==> src/rtl/drc_consts.svh <==
// Purpose: Timing and width constants for the DRAM host controller.
// Assumes: 250 MHz system clock, 4 ns period.
// Notes:   Long counts are derived from times in their printed units.
`ifndef DRC_CONSTS_SVH
`define DRC_CONSTS_SVH
`define DRC_CLK_MHZ        250
`define DRC_ROWS           256
`define DRC_INIT_CYCLES    4'h8
`define DRC_PWRUP_US       1000
`define DRC_REFRESH_US     4400
`define DRC_PHASE_NS       20
`define DRC_PHASE_CYC      ((`DRC_PHASE_NS * `DRC_CLK_MHZ + 999) / 1000)
`define DRC_PWRUP_CYC      (`DRC_PWRUP_US * `DRC_CLK_MHZ)
`define DRC_REF_INT_CYC    ((`DRC_REFRESH_US * `DRC_CLK_MHZ) / `DRC_ROWS)
`endif

==> src/rtl/drc_pkg.sv <==
// Purpose: Types for the DRAM host controller.
// Assumes: Nothing beyond the constants header.
// Notes:   States are an enum with default sequential codes from 0.
`default_nettype none
package drc_pkg;
   typedef enum logic [3:0] {
      ST_PWRUP, ST_INIT, ST_IDLE, ST_ROW, ST_COL, ST_WRITE,
      ST_CBR_CAS, ST_CBR_RAS, ST_PRE
   } drc_state_type;
endpackage : drc_pkg
`default_nettype wire

==> src/rtl/drc_host.sv <==
// Purpose: Host controller driving a 256K x 1 asynchronous DRAM.
// Assumes: Pins sampled synchronously; one request at a time.
// Notes:   The rules that this controller keeps are listed below.
`timescale 1ns/1ps
`default_nettype none
`include "drc_consts.svh"
module drc_host #(
   parameter int unsigned PWRUP_CYC   = `DRC_PWRUP_CYC,
   parameter int unsigned REF_INT_CYC = `DRC_REF_INT_CYC
) (
   // Clock and reset.
   input  wire logic        clk_sys_i,
   input  wire logic        resetn_i,
   // User request port.
   input  wire logic        req_valid_i,
   input  wire logic        req_write_i,
   input  wire logic        req_rmw_i,
   input  wire logic [17:0] req_addr_i,
   input  wire logic        req_wdata_i,
   output logic             req_ready_o,
   output logic             rsp_valid_o,
   output logic             rsp_rdata_o,
   output logic             init_done_o,
   // DRAM pins.
   output logic             ras_n_o,
   output logic             cas_n_o,
   output logic             we_n_o,
   output logic [8:0]       addr_o,
   output logic             din_o,
   input  wire logic        dout_i
);
   typedef struct packed {
      drc_pkg::drc_state_type st;
      logic [31:0] tmr;
      logic [31:0] ref_tmr;
      logic [3:0]  init_cnt;
      logic        ref_pend;
      logic        write;
      logic        rmw;
      logic [17:0] addr;
      logic        wdata;
      logic        ready;
      logic        rvalid;
      logic        rdata;
      logic        done;
      logic        ras_n;
      logic        cas_n;
      logic        we_n;
      logic [8:0]  a;
      logic        din;
   } drc_regs_type;

   localparam logic [31:0] PHASE = 32'(`DRC_PHASE_CYC);

   drc_regs_type st_reg;
   drc_regs_type st_next;

   ////////////////////////////////////////////////////////////////////////
   // Next-state logic for the whole controller.
   always_comb begin
      st_next = st_reg;
      st_next.rvalid = 1'b0;
      st_next.ready = 1'b0;
      // Refresh interval timer spreads 256 refreshes over the period.
      if (st_reg.ref_tmr >= REF_INT_CYC - 1) begin
         st_next.ref_tmr = 32'h0000_0000;
         st_next.ref_pend = 1'b1;
      end else begin
         st_next.ref_tmr = st_reg.ref_tmr + 32'h0000_0001;
      end
      if (st_reg.tmr != 32'h0000_0000) begin
         st_next.tmr = st_reg.tmr - 32'h0000_0001;
      end
      case (st_reg.st)
         drc_pkg::ST_PWRUP: begin
            // Hold all strobes high for the power-up pause.
            if (st_reg.tmr == 32'h0000_0000) begin
               st_next.st = drc_pkg::ST_INIT;
               st_next.init_cnt = 4'h0;
            end
         end
         drc_pkg::ST_INIT: begin
            // Eight initialization cycles as refresh cycles.
            if (st_reg.init_cnt == `DRC_INIT_CYCLES) begin
               st_next.done = 1'b1;
               st_next.st = drc_pkg::ST_IDLE;
            end else begin
               st_next.init_cnt = st_reg.init_cnt + 4'h1;
               st_next.cas_n = 1'b0;
               st_next.tmr = PHASE;
               st_next.st = drc_pkg::ST_CBR_CAS;
            end
         end
         drc_pkg::ST_IDLE: begin
            // Refresh wins over user requests; it also keeps ready low.
            if (st_reg.ref_pend) begin
               // A timer tick in this same cycle keeps the flag set.
               if (st_reg.ref_tmr < REF_INT_CYC - 1) begin
                  st_next.ref_pend = 1'b0;
               end
               st_next.cas_n = 1'b0;
               st_next.tmr = PHASE;
               st_next.st = drc_pkg::ST_CBR_CAS;
            end else if (req_valid_i) begin
               st_next.write = req_write_i | req_rmw_i;
               st_next.rmw = req_rmw_i;
               st_next.addr = req_addr_i;
               st_next.wdata = req_wdata_i;
               st_next.a = req_addr_i[17:9];
               st_next.tmr = PHASE;
               st_next.st = drc_pkg::ST_ROW;
            end
         end
         drc_pkg::ST_ROW: begin
            // Row address set up, CAS high: RAS falls and latches the row.
            if (st_reg.tmr == 32'h0000_0000) begin
               st_next.ras_n = 1'b0;
               st_next.we_n = !(st_reg.write && !st_reg.rmw);
               st_next.din = st_reg.wdata;
               st_next.tmr = PHASE;
               st_next.st = drc_pkg::ST_COL;
            end
         end
         drc_pkg::ST_COL: begin
            // Column address then CAS; read data valid after one phase.
            if (st_reg.tmr == PHASE - 32'h0000_0001) begin
               st_next.a = st_reg.addr[8:0];
            end
            if (st_reg.tmr == 32'h0000_0000) begin
               if (st_reg.cas_n) begin
                  st_next.cas_n = 1'b0;
                  st_next.tmr = PHASE;
               end else begin
                  st_next.rdata = dout_i;
                  st_next.tmr = PHASE;
                  if (st_reg.rmw) begin
                     st_next.we_n = 1'b0;
                  end
                  st_next.st = drc_pkg::ST_WRITE;
               end
            end
         end
         drc_pkg::ST_WRITE: begin
            // Write pulse time, then release all strobes together.
            if (st_reg.tmr == 32'h0000_0000) begin
               st_next.ras_n = 1'b1;
               st_next.cas_n = 1'b1;
               st_next.we_n = 1'b1;
               st_next.rvalid = !st_reg.write || st_reg.rmw;
               st_next.tmr = PHASE;
               st_next.st = drc_pkg::ST_PRE;
            end
         end
         drc_pkg::ST_CBR_CAS: begin
            // CAS already low when RAS falls; address and WE ignored.
            if (st_reg.tmr == 32'h0000_0000) begin
               st_next.ras_n = 1'b0;
               st_next.tmr = PHASE;
               st_next.st = drc_pkg::ST_CBR_RAS;
            end
         end
         drc_pkg::ST_CBR_RAS: begin
            // Refresh only; no data is taken from the output.
            if (st_reg.tmr == 32'h0000_0000) begin
               st_next.ras_n = 1'b1;
               st_next.cas_n = 1'b1;
               st_next.tmr = PHASE;
               st_next.st = drc_pkg::ST_PRE;
            end
         end
         drc_pkg::ST_PRE: begin
            // Precharge before the next cycle.
            if (st_reg.tmr == 32'h0000_0000) begin
               if (st_reg.done) begin
                  st_next.st = drc_pkg::ST_IDLE;
                  // Ready stays low while a refresh waits to go first.
                  st_next.ready = !st_next.ref_pend;
               end else begin
                  st_next.st = drc_pkg::ST_INIT;
               end
            end
         end
         default: begin
            st_next.st = drc_pkg::ST_IDLE;
         end
      endcase
      if (st_next.st != drc_pkg::ST_IDLE) begin
         st_next.ready = 1'b0;
      end else if (st_reg.st == drc_pkg::ST_IDLE) begin
         st_next.ready = !st_next.ref_pend && !req_valid_i;
      end
   end

   ////////////////////////////////////////////////////////////////////////
   // State register with synchronous reset.
   always_ff @(posedge clk_sys_i) begin
      if (!resetn_i) begin
         st_reg <= '0;
         st_reg.st <= drc_pkg::ST_PWRUP;
         st_reg.tmr <= PWRUP_CYC;
         st_reg.ras_n <= 1'b1;
         st_reg.cas_n <= 1'b1;
         st_reg.we_n <= 1'b1;
      end else begin
         st_reg <= st_next;
      end
   end

   // Outputs come straight from the state register.
   assign req_ready_o = st_reg.ready;
   assign rsp_valid_o = st_reg.rvalid;
   assign rsp_rdata_o = st_reg.rdata;
   assign init_done_o = st_reg.done;
   assign ras_n_o     = st_reg.ras_n;
   assign cas_n_o     = st_reg.cas_n;
   assign we_n_o      = st_reg.we_n;
   assign addr_o      = st_reg.a;
   assign din_o       = st_reg.din;
endmodule : drc_host
`default_nettype wire

==> config.mk <==
export PLATFORM = sky130hd
export DESIGN_NAME = drc_host
export DESIGN_NICKNAME = d
export VERILOG_FILES = /design/src/rtl/drc_pkg.sv /design/src/rtl/drc_host.sv
export VERILOG_INCLUDE_DIRS = /design/src /design/src/rtl
export SDC_FILE = /design/constraint.sdc
export NUM_CORES = 1
export LEC_CHECK = 0
export BUFFER_PORTS_ARGS = -buffer_cell sky130_fd_sc_hd__buf_2
export CORE_ASPECT_RATIO = 1.1
export CORE_MARGIN = 4
export CORE_UTILIZATION = 40
export CTS_BUF_LIST = sky130_fd_sc_hd__clkbuf_16
export DETAILED_ROUTE_END_ITERATION = 10
export GPL_ROUTABILITY_DRIVEN = 0
export GPL_TIMING_DRIVEN = 0
export SYNTH_ARGS = -nofsm -noshare
export SYNTH_HDL_FRONTEND = slang
export SYNTH_SLANG_ARGS = --single-unit
==> constraint.sdc <==
create_clock -name clk_sys_i -period 2.05 [get_ports clk_sys_i]
set_input_delay 0.1025 -clock clk_sys_i [delete_from_list [all_inputs] [get_ports clk_sys_i]]
set_output_delay 0.1025 -clock clk_sys_i [all_outputs]
set_load 0.01 [all_outputs]
==> results of run 1 <==
-- routing by layer --
layer  part of all wire (%)  global-route usage (%)
met5                      0                       0
met4                    2.4                    9.58
met3                    4.4                    3.03
met2                     49                    31.6
met1                     44                    24.9
-- cells by family (layout without fill, tap and decap cells) --
kind of cell,count (synthesis),after routing,synth area share [%]
AOI/OAI and AO/OA,128,128,19.0
xor gates and xnor gates,13,13,2.42
adders and majority gates,6,6,1.59
buffers and inverters,51,166,5.40
DFF,102,102,43.4
muxes,11,11,2.34
other,1,19,0.0797
and+or+nand+nor,210,211,25.8
-- cell type report --
cell class	count	area [sq um]	share of cell area (%)
plain buffers	38	264	3.97
repair buffers	101	771	11.6
well taps	150	188	2.82
inverters	11	41.3	0.621
multi-input cells	388	3010	45.3
clock inverters	7	91.3	1.37
flip-flops and latches	102	2060	31.0
clock buffers	9	225	3.39
-- power breakdown --
| part | internal, uW | total [uW] | switching, uW |
|---|---|---|---|
| logic | 165 | 360 | 195 |
| registers | 2020 | 2050 | 32.6 |
| clock network | 1060 | 1820 | 756 |
| total | 3250 | 4230 | 983 |
-- repair_timing --
action / CTS / global route
pin swaps: 32 / 31
endpoints found under the setup margin: 78 / 75
resized for setup: 98 / 56
gates cloned: 3 / 3
setup buffers: 33 / 14
endpoints found under the hold margin: 11 / 0
hold buffers: 11 / 0
-- worst min-delay path, cell delays in order --
cell     delay [ns]
buf_2          0.10
nand4_1        0.09
a21oi_2        0.05
-- layout by cell type, fill, tap and decap left out, types with 9 or more instances in the layout --
| cell type | instances |
|---|---|
| dlygate4sd3_1 | 11 |
| a211oi_2 | 14 |
| buf_6 | 16 |
| buf_2 | 45 |
| nor3_1 | 17 |
| clkbuf_1 | 11 |
| dfxtp_1 | 94 |
| nand3_1 | 10 |
| or4_1 | 16 |
| o31ai_1 | 20 |
| clkbuf_16 | 10 |
| a211oi_1 | 17 |
| conb_1 | 19 |
| mux2i_1 | 11 |
| inv_1 | 10 |
| nor2_1 | 28 |
| nand2_1 | 49 |
| a21oi_1 | 23 |
| buf_4 | 44 |
| or3_1 | 9 |
-- worst paths after layout --
kind                       to  slack, ns  cells past startpoint
setup reg to reg   st_reg[99]      -0.22                     11
hold / removal    rsp_rdata_o       0.04                      3
hold reg to reg    st_reg[25]       0.46                      2
setup / recovery   st_reg[99]      -0.22                     11
-- through the flow --
step	setup TNS (ns)	setup slack (ns)	util (%)
floorplan	-1.37	-0.0708	-
global placement	-26.65	-0.626	45.3
detailed placement	-26.78	-0.610	45.3
CTS	-4.20	-0.153	54.9
global route	-10.59	-0.286	57.8
finish	-6.36	-0.215	57.8
==> metrics.md, run 1 <==
| Metric | Value |
|---|---|
| Status | finished, violations left |
| Failing checks | negative setup slack |
| Worst VDD drop | about 0.0006 V |
| Wire length of the first global-routing pass | roughly 21000 um |
| Final hold viol count | 0 |
| Full die area | 0.0136 sq mm |
| Top_reg_cell synth | dfxtp_1 |
| RR Startpoint | st_reg[76] |
| Cell area power density | 637 mW/mm^2 |
| Area grow syn2layout | 41.1% |
| Crit path cell chain | inv_2 > ha_4 > nor4b_4 > buf_4 > nand2_4 > or3_4 > buf_8 > a211oi_4 > buf_6 > clkbuf_16 > a211oi_1 |
| H-tree level count | 3 |
| Crit path DAT | roughly 2.5 ns |
| Post-Route WL | 13300 um |
| Distinct cells, synth | 60 |
| Gr usage total | 19.3% |
| Fmax achieved | 441 MHz |
| Synth area leader | dfxtp_1 |
| Largest net degree at the start of global routing | 17 |
| RSZ-0062 raised after global routing | true |
| CP max FO | 5 |
| Fill count | between 900 and 1000 |
| Hold Slack | 0.0397 ns |
| Setup crit end kind | register |
| Post-synth top area share | 43.4% |
| Dpl hpwl | 8490 um |
| EDFF count, synth | 0 |
| Slew margin rel. | 42.4% |
| Ant diodes | 0 |
| Commonest cells in the synthesized netlist | 102 x dfxtp_1, 51 x nand2_1, 32 x a211oi_1 |
| Routed wire per std cell | about 16 um |
| CTS tree | done |
| Crit path from | st_reg[76] |
| Root Driver | clkbuf_16 |
| Nets | about 680 |
| YS warnings | 0 |
| Clk_lat worst skew | 0.35 ns |
| Worst path slowest cell | or3_4 |
| Max FFs per register | 85 |
| CTS Buf Count | 9 |
| Hold path startpoint | dout_i |
| Final period util | 110% |
| Actual slew at the worst max-slew pin | between 0.8 and 0.9 ns |
| Syn Area/Cell | 9.02 sq um |
| Clock slew at reported path FFs | 0.07 ns |
| Ys async rst share | 0% |
| Sequential fraction of the synthesis area | 43.4% |
| Congestion Overflow GR | 0 |
| Post-route ant nets | 0 |
| Seq cells post-synth | 102 |
| Pleak | 0.00234 uW |
| DRC viols | 0 |
| # rows | 41 |
| Initial core utilization | between 40% and 50% |
| Die Y | about 120 um |
| Synthesized instance count | between 500 and 600 |
| Pre-antenna DRT Iters | 4 |
| Max_cap viols | 0 |
| Via count | 4435 |
| Buffers on Ports | 41 |
| Hold Path Class | in -> reg |
| Clock sink count | 102 |
| Tot Pwr | between 4000 and 5000 uW |
| Final critical-path required period | between 2 and 2.5 ns |
| Max stage delay on crit path | 0.38 ns |
| Crit path required time | 2.26 ns |
| Share of layout cells above drive strength 1 | 34.5% |
| Count leader, synth | dfxtp_1 |
| # setup viols final | 49 |
| CTS Buffer Depth | 2 |
| Die Wd | 111 um |
| Area of the mapped netlist | 0.00471 sq mm |
| Final Instance Area | 0.00664 sq mm |
| Cell family with most CP delay | buffers and inverters |
| WP buf/inv | 5 |
| Core ar. | 0.0115 sq mm |
| Worst Skew | 0.00514 ns |
| Synth area leaders | dfxtp_1 43%, a211oi_1 5.1%, nand2_1 4.1% |
| Cell Count, Final, Fillers Out | 806 |
| Initial antenna violation count | 0 |
| Final Slew Violations | 0 |
| Crit path kind | reg -> reg |
| Final worst-path setup slack | -0.215 ns |
| Num ports | 42 |
| Area post-placement | 0.00520 sq mm |
| Vias per cell | 5.50 |
| Placed Instances | 731 |
| Crit path launch type | register |
| Vias in the first global route | 4358 |
| Starting DRT DRC Count | 211 |
(Power assumes the default switching activity.)
==> inputs of run 2 (changes only) <==
- ABC_AREA: default -> 1
==> run 2 against run 1 <==
The run now ends clean. Largest cell class unchanged. Sequential cell count is the same. Via count shrank 4.4%. Sequential power is essentially flat. Critical path type unchanged. First-iteration DRC count shrank 1.9%.
==> metrics.md, run 2 <==
| Metric | Value |
|---|---|
| Max_cap viols | 0 (unchanged) |
| Ant diodes | 0 (unchanged) |
| Commonest cells after routing, fill and taps aside | 126 x nor2_1, 121 x nand2_1, 101 x dfxtp_1, 58 x inv_1, 43 x buf_2 |
| Area grow syn2layout | 18.9% |
| CTS Buf Count | 9 (unchanged) |
| DRC viols | 0 (unchanged) |
| Final hold viol count | 0 (unchanged) |
| Clk_lat worst skew | 0.35 ns (about the same) |
| Worst VDD drop | 0.000318 V (-47%) |
| Final critical-path required period | 1.90 ns (-0.365 ns) |
| Commonest cells in the synthesized netlist | 131 x nor2_1, 122 x nand2_1, 102 x dfxtp_1 |
| Die Wd | 112 um (+0.17%) |
| Clock sink count | 102 (unchanged) |
| Area of the mapped netlist | 0.00472 sq mm (+0.37%) |
| Core ar. | 0.0115 sq mm (unchanged) |
| Worst R2R End | st_reg[76] |
| Post-Route WL | 11200 um (-16%) |
| Hold Path Class | in -> reg |
| EDFF count, synth | 0 (unchanged) |
| Share of layout cells above drive strength 1 | 16.5% (-18 points) |
| Actual slew at the worst max-slew pin | 0.604 ns (-0.259 ns) |
| Met1 wire length | 5190 um (-11%) |
| Hold path startpoint | req_addr_i[16] |
| Most common cell after layout, fill and taps aside | nor2_1 |
| Setup TNS | 0 ns (+6.36 ns) |
| Crit path cell chain | nor2_1 > nand2_1 > nor2_2 > nand2_2 > nor2_2 > inv_1 > o21ai_0 > nor2_1 |
| Final Slew Violations | 0 (unchanged) |
| Nets | 759 (+11%) |
| Status | completed |
| RSZ-0062 raised after global routing | true |
| Dpl hpwl | 8400 um (-1.1%) |
| Ys async rst share | 0% (unchanged) |
| Root Driver | clkbuf_16 |
| Final period util | 92.7% (-18 points) |
| Wire length of the first global-routing pass | 18600 um (-13%) |
| Pre-antenna DRT Iters | 5 (+1) |
| Synth area leader | dfxtp_1 |
| Distinct cells, synth | 38 (-37%) |
| Met2 WL | 5410 um (-17%) |
| Full die area | 0.0136 sq mm (+0.35%) |
| Clock slew at reported path FFs | 0.08 ns (about the same) |
| Syn Area/Cell | 7.29 sq um (-19%) |
| Routed wire per std cell | 12.6 um (-23%) |
| Hold Slack | 0.0145 ns (-0.0251 ns) |
| Crit path launch type | register |
| Worst Skew | 0.00983 ns (+0.00469 ns) |
| Largest net degree at the start of global routing | 20 (+3) |
| Synthesized instance count | 648 (+24%) |
| Hold Path Sink | addr_o[7] |
| CTS tree | done |
| H-tree level count | 3 (unchanged) |
| Fmax achieved | 526 MHz (+19%) |
| Crit path kind | reg -> reg |
| Die Y | 122 um (+0.18%) |
| Count leader, synth | nor2_1 |
| Vias per cell | 4.80 (-13%) |
| Max FFs per register | 85 (unchanged) |
| Starting DRT DRC Count | 207 (-1.9%) |
| Pleak | 0.00244 uW (+4.3%) |
| Num ports | 42 (unchanged) |
| Reg-to-reg slack, setup | 0.15 ns (+0.36 ns) |
| RR Startpoint | st_reg[100] |
| Crit path required time | 2.29 ns (+0.03 ns) |
| Buffers on Ports | 41 (unchanged) |
| Post-route ant nets | 0 (unchanged) |
| Sequential fraction of the synthesis area | 43.2% (-0.16 points) |
| CTS Buffer Depth | 2 (unchanged) |
| # setup viols final | 0 (-100%) |
| Synth area leaders | dfxtp_1 43%, nor2_1 10%, nand2_1 9.7% |
| Gr usage total | 16.7% (-2.5 points) |
| Max stage delay on crit path | 0.33 ns (-0.05 ns) |
| YS warnings | 0 (unchanged) |
| Via count | 4239 (-4.4%) |
| Crit path DAT | 2.14 ns (-0.33 ns) |
| Initial antenna violation count | 0 (unchanged) |
| Top_reg_cell synth | dfxtp_1 |
| Highest metal used | met4 |
| Post-synth top area share | 43.2% (-0.16 points) |
| Met3 Wirelength | 403 um (-30%) |
| Worst path slowest cell | dfxtp_1 |
| Hold path depth | 3 (unchanged) |
| Slew margin rel. | 59.7% (+17 points) |
| Seq cells post-synth | 102 (unchanged) |
| Cell area power density | 706 mW/mm^2 (+11%) |
| Vias in the first global route | 4051 (-7.0%) |
| Setup crit end kind | register |
| # rows | 41 (unchanged) |
| R2R depth | 8 (-3) |
| Initial core utilization | 41.1% (+0.15 points) |
| Congestion Overflow GR | 0 (unchanged) |
| CP max FO | 7 (+2) |
-- run 2: changes by cell type after synthesis, sizes merged, moves of 8 or more --
cell / previous run / this run
o21ai: 14 / 37
nand3: 14 / 35
a21oi: 27 / 18
or3: 13 / 0
or4: 22 / 0
mux2i: 11 / 0
a211oi: 33 / 5
inv: 10 / 65
nand2: 51 / 127
o31ai: 25 / 1
nor2: 28 / 145
clkbuf: 22 / 9
xor2: 8 / 16
nor4: 17 / 2
-- run 2: final cells by class --
cell class | instances | area (sq um)
fillers | 1199 | 5880
well taps | 150 | 188
plain buffers | 25 | 163
inverters | 65 | 244
flip-flops and latches | 102 | 2040
clock buffers | 9 | 225
repair buffers | 51 | 303
multi-input cells | 474 | 2380
clock inverters | 7 | 66.3
-- run 2: per-stage QoR --
step                      power, uW  worst slack, ns  utilization [%]  instances  cell area [sq um]
after global placement         2320          -0.0816             45.1        857               5180
final                          3960            0.150             48.9        883               5620
after floorplan                2250            0.364                -        666               4790
after CTS                      4000           0.0208             48.5        883               5580
after global routing           4120         -0.00337             48.9        883               5620
after detailed placement       2320          -0.0731             45.1        857               5180
-- run 2: kinds of logic (layout without fill, tap and decap cells) --
logic type | count (synthesis) | in the layout | share of synthesized area (%)
adders and majority gates | 6 | 6 | 1.59
AOI/OAI and AO/OA | 80 | 80 | 9.88
and+or+nand+nor | 345 | 345 | 32.3
other | 1 | 19 | 0.0794
xor gates and xnor gates | 24 | 24 | 4.45
DFF | 102 | 102 | 43.2
buffers and inverters | 90 | 157 | 8.50
-- run 2: how the worst max path moves through the flow --
stage / start / endpoint / slack, ns / depth (start not counted)
global placement: st_reg[43] / st_reg[53] / -0.08 / 9
global route: st_reg[107] / rsp_rdata_o / -0.003 / 8
detailed placement: st_reg[43] / st_reg[51] / -0.07 / 9
CTS: st_reg[43] / st_reg[53] / 0.02 / 9
floorplan: st_reg[75] / st_reg[100] / 0.36 / 10
finish: st_reg[100] / st_reg[76] / 0.15 / 8
-- run 2: repair_timing --
item,in CTS,in global routing
pin swaps,1,1
gates resized for setup,1,13
buffers inserted,1,0
hold buffers,9,0
hold endpoints to repair,9,0
endpoints found under the setup margin,19,38
-- run 2: metal layers --
metal | vias up | global-route usage, %
met5 | - | 0
met4 | 0 | 5.17
met3 | 15 | 2.93
met2 | 81 | 29.2
met1 | 1926 | 21.1
li1 | 2217 | -
-- run 2: worst max-delay path: cells and delay by family, from the launching register on --
family / cells / cell delay, ns
buffers and inverters: 1 / 0.23
and+or+nand+nor: 6 / 1.00
DFF: 1 / 0.33
AOI/OAI and AO/OA: 1 / 0.23
-- run 2: report_power, final --
group	switching [uW]	leakage, uW	internal, uW
combinational	150	0.00147	93.1
clock	813	0.000143	854
sequential	29.5	0.000831	2020
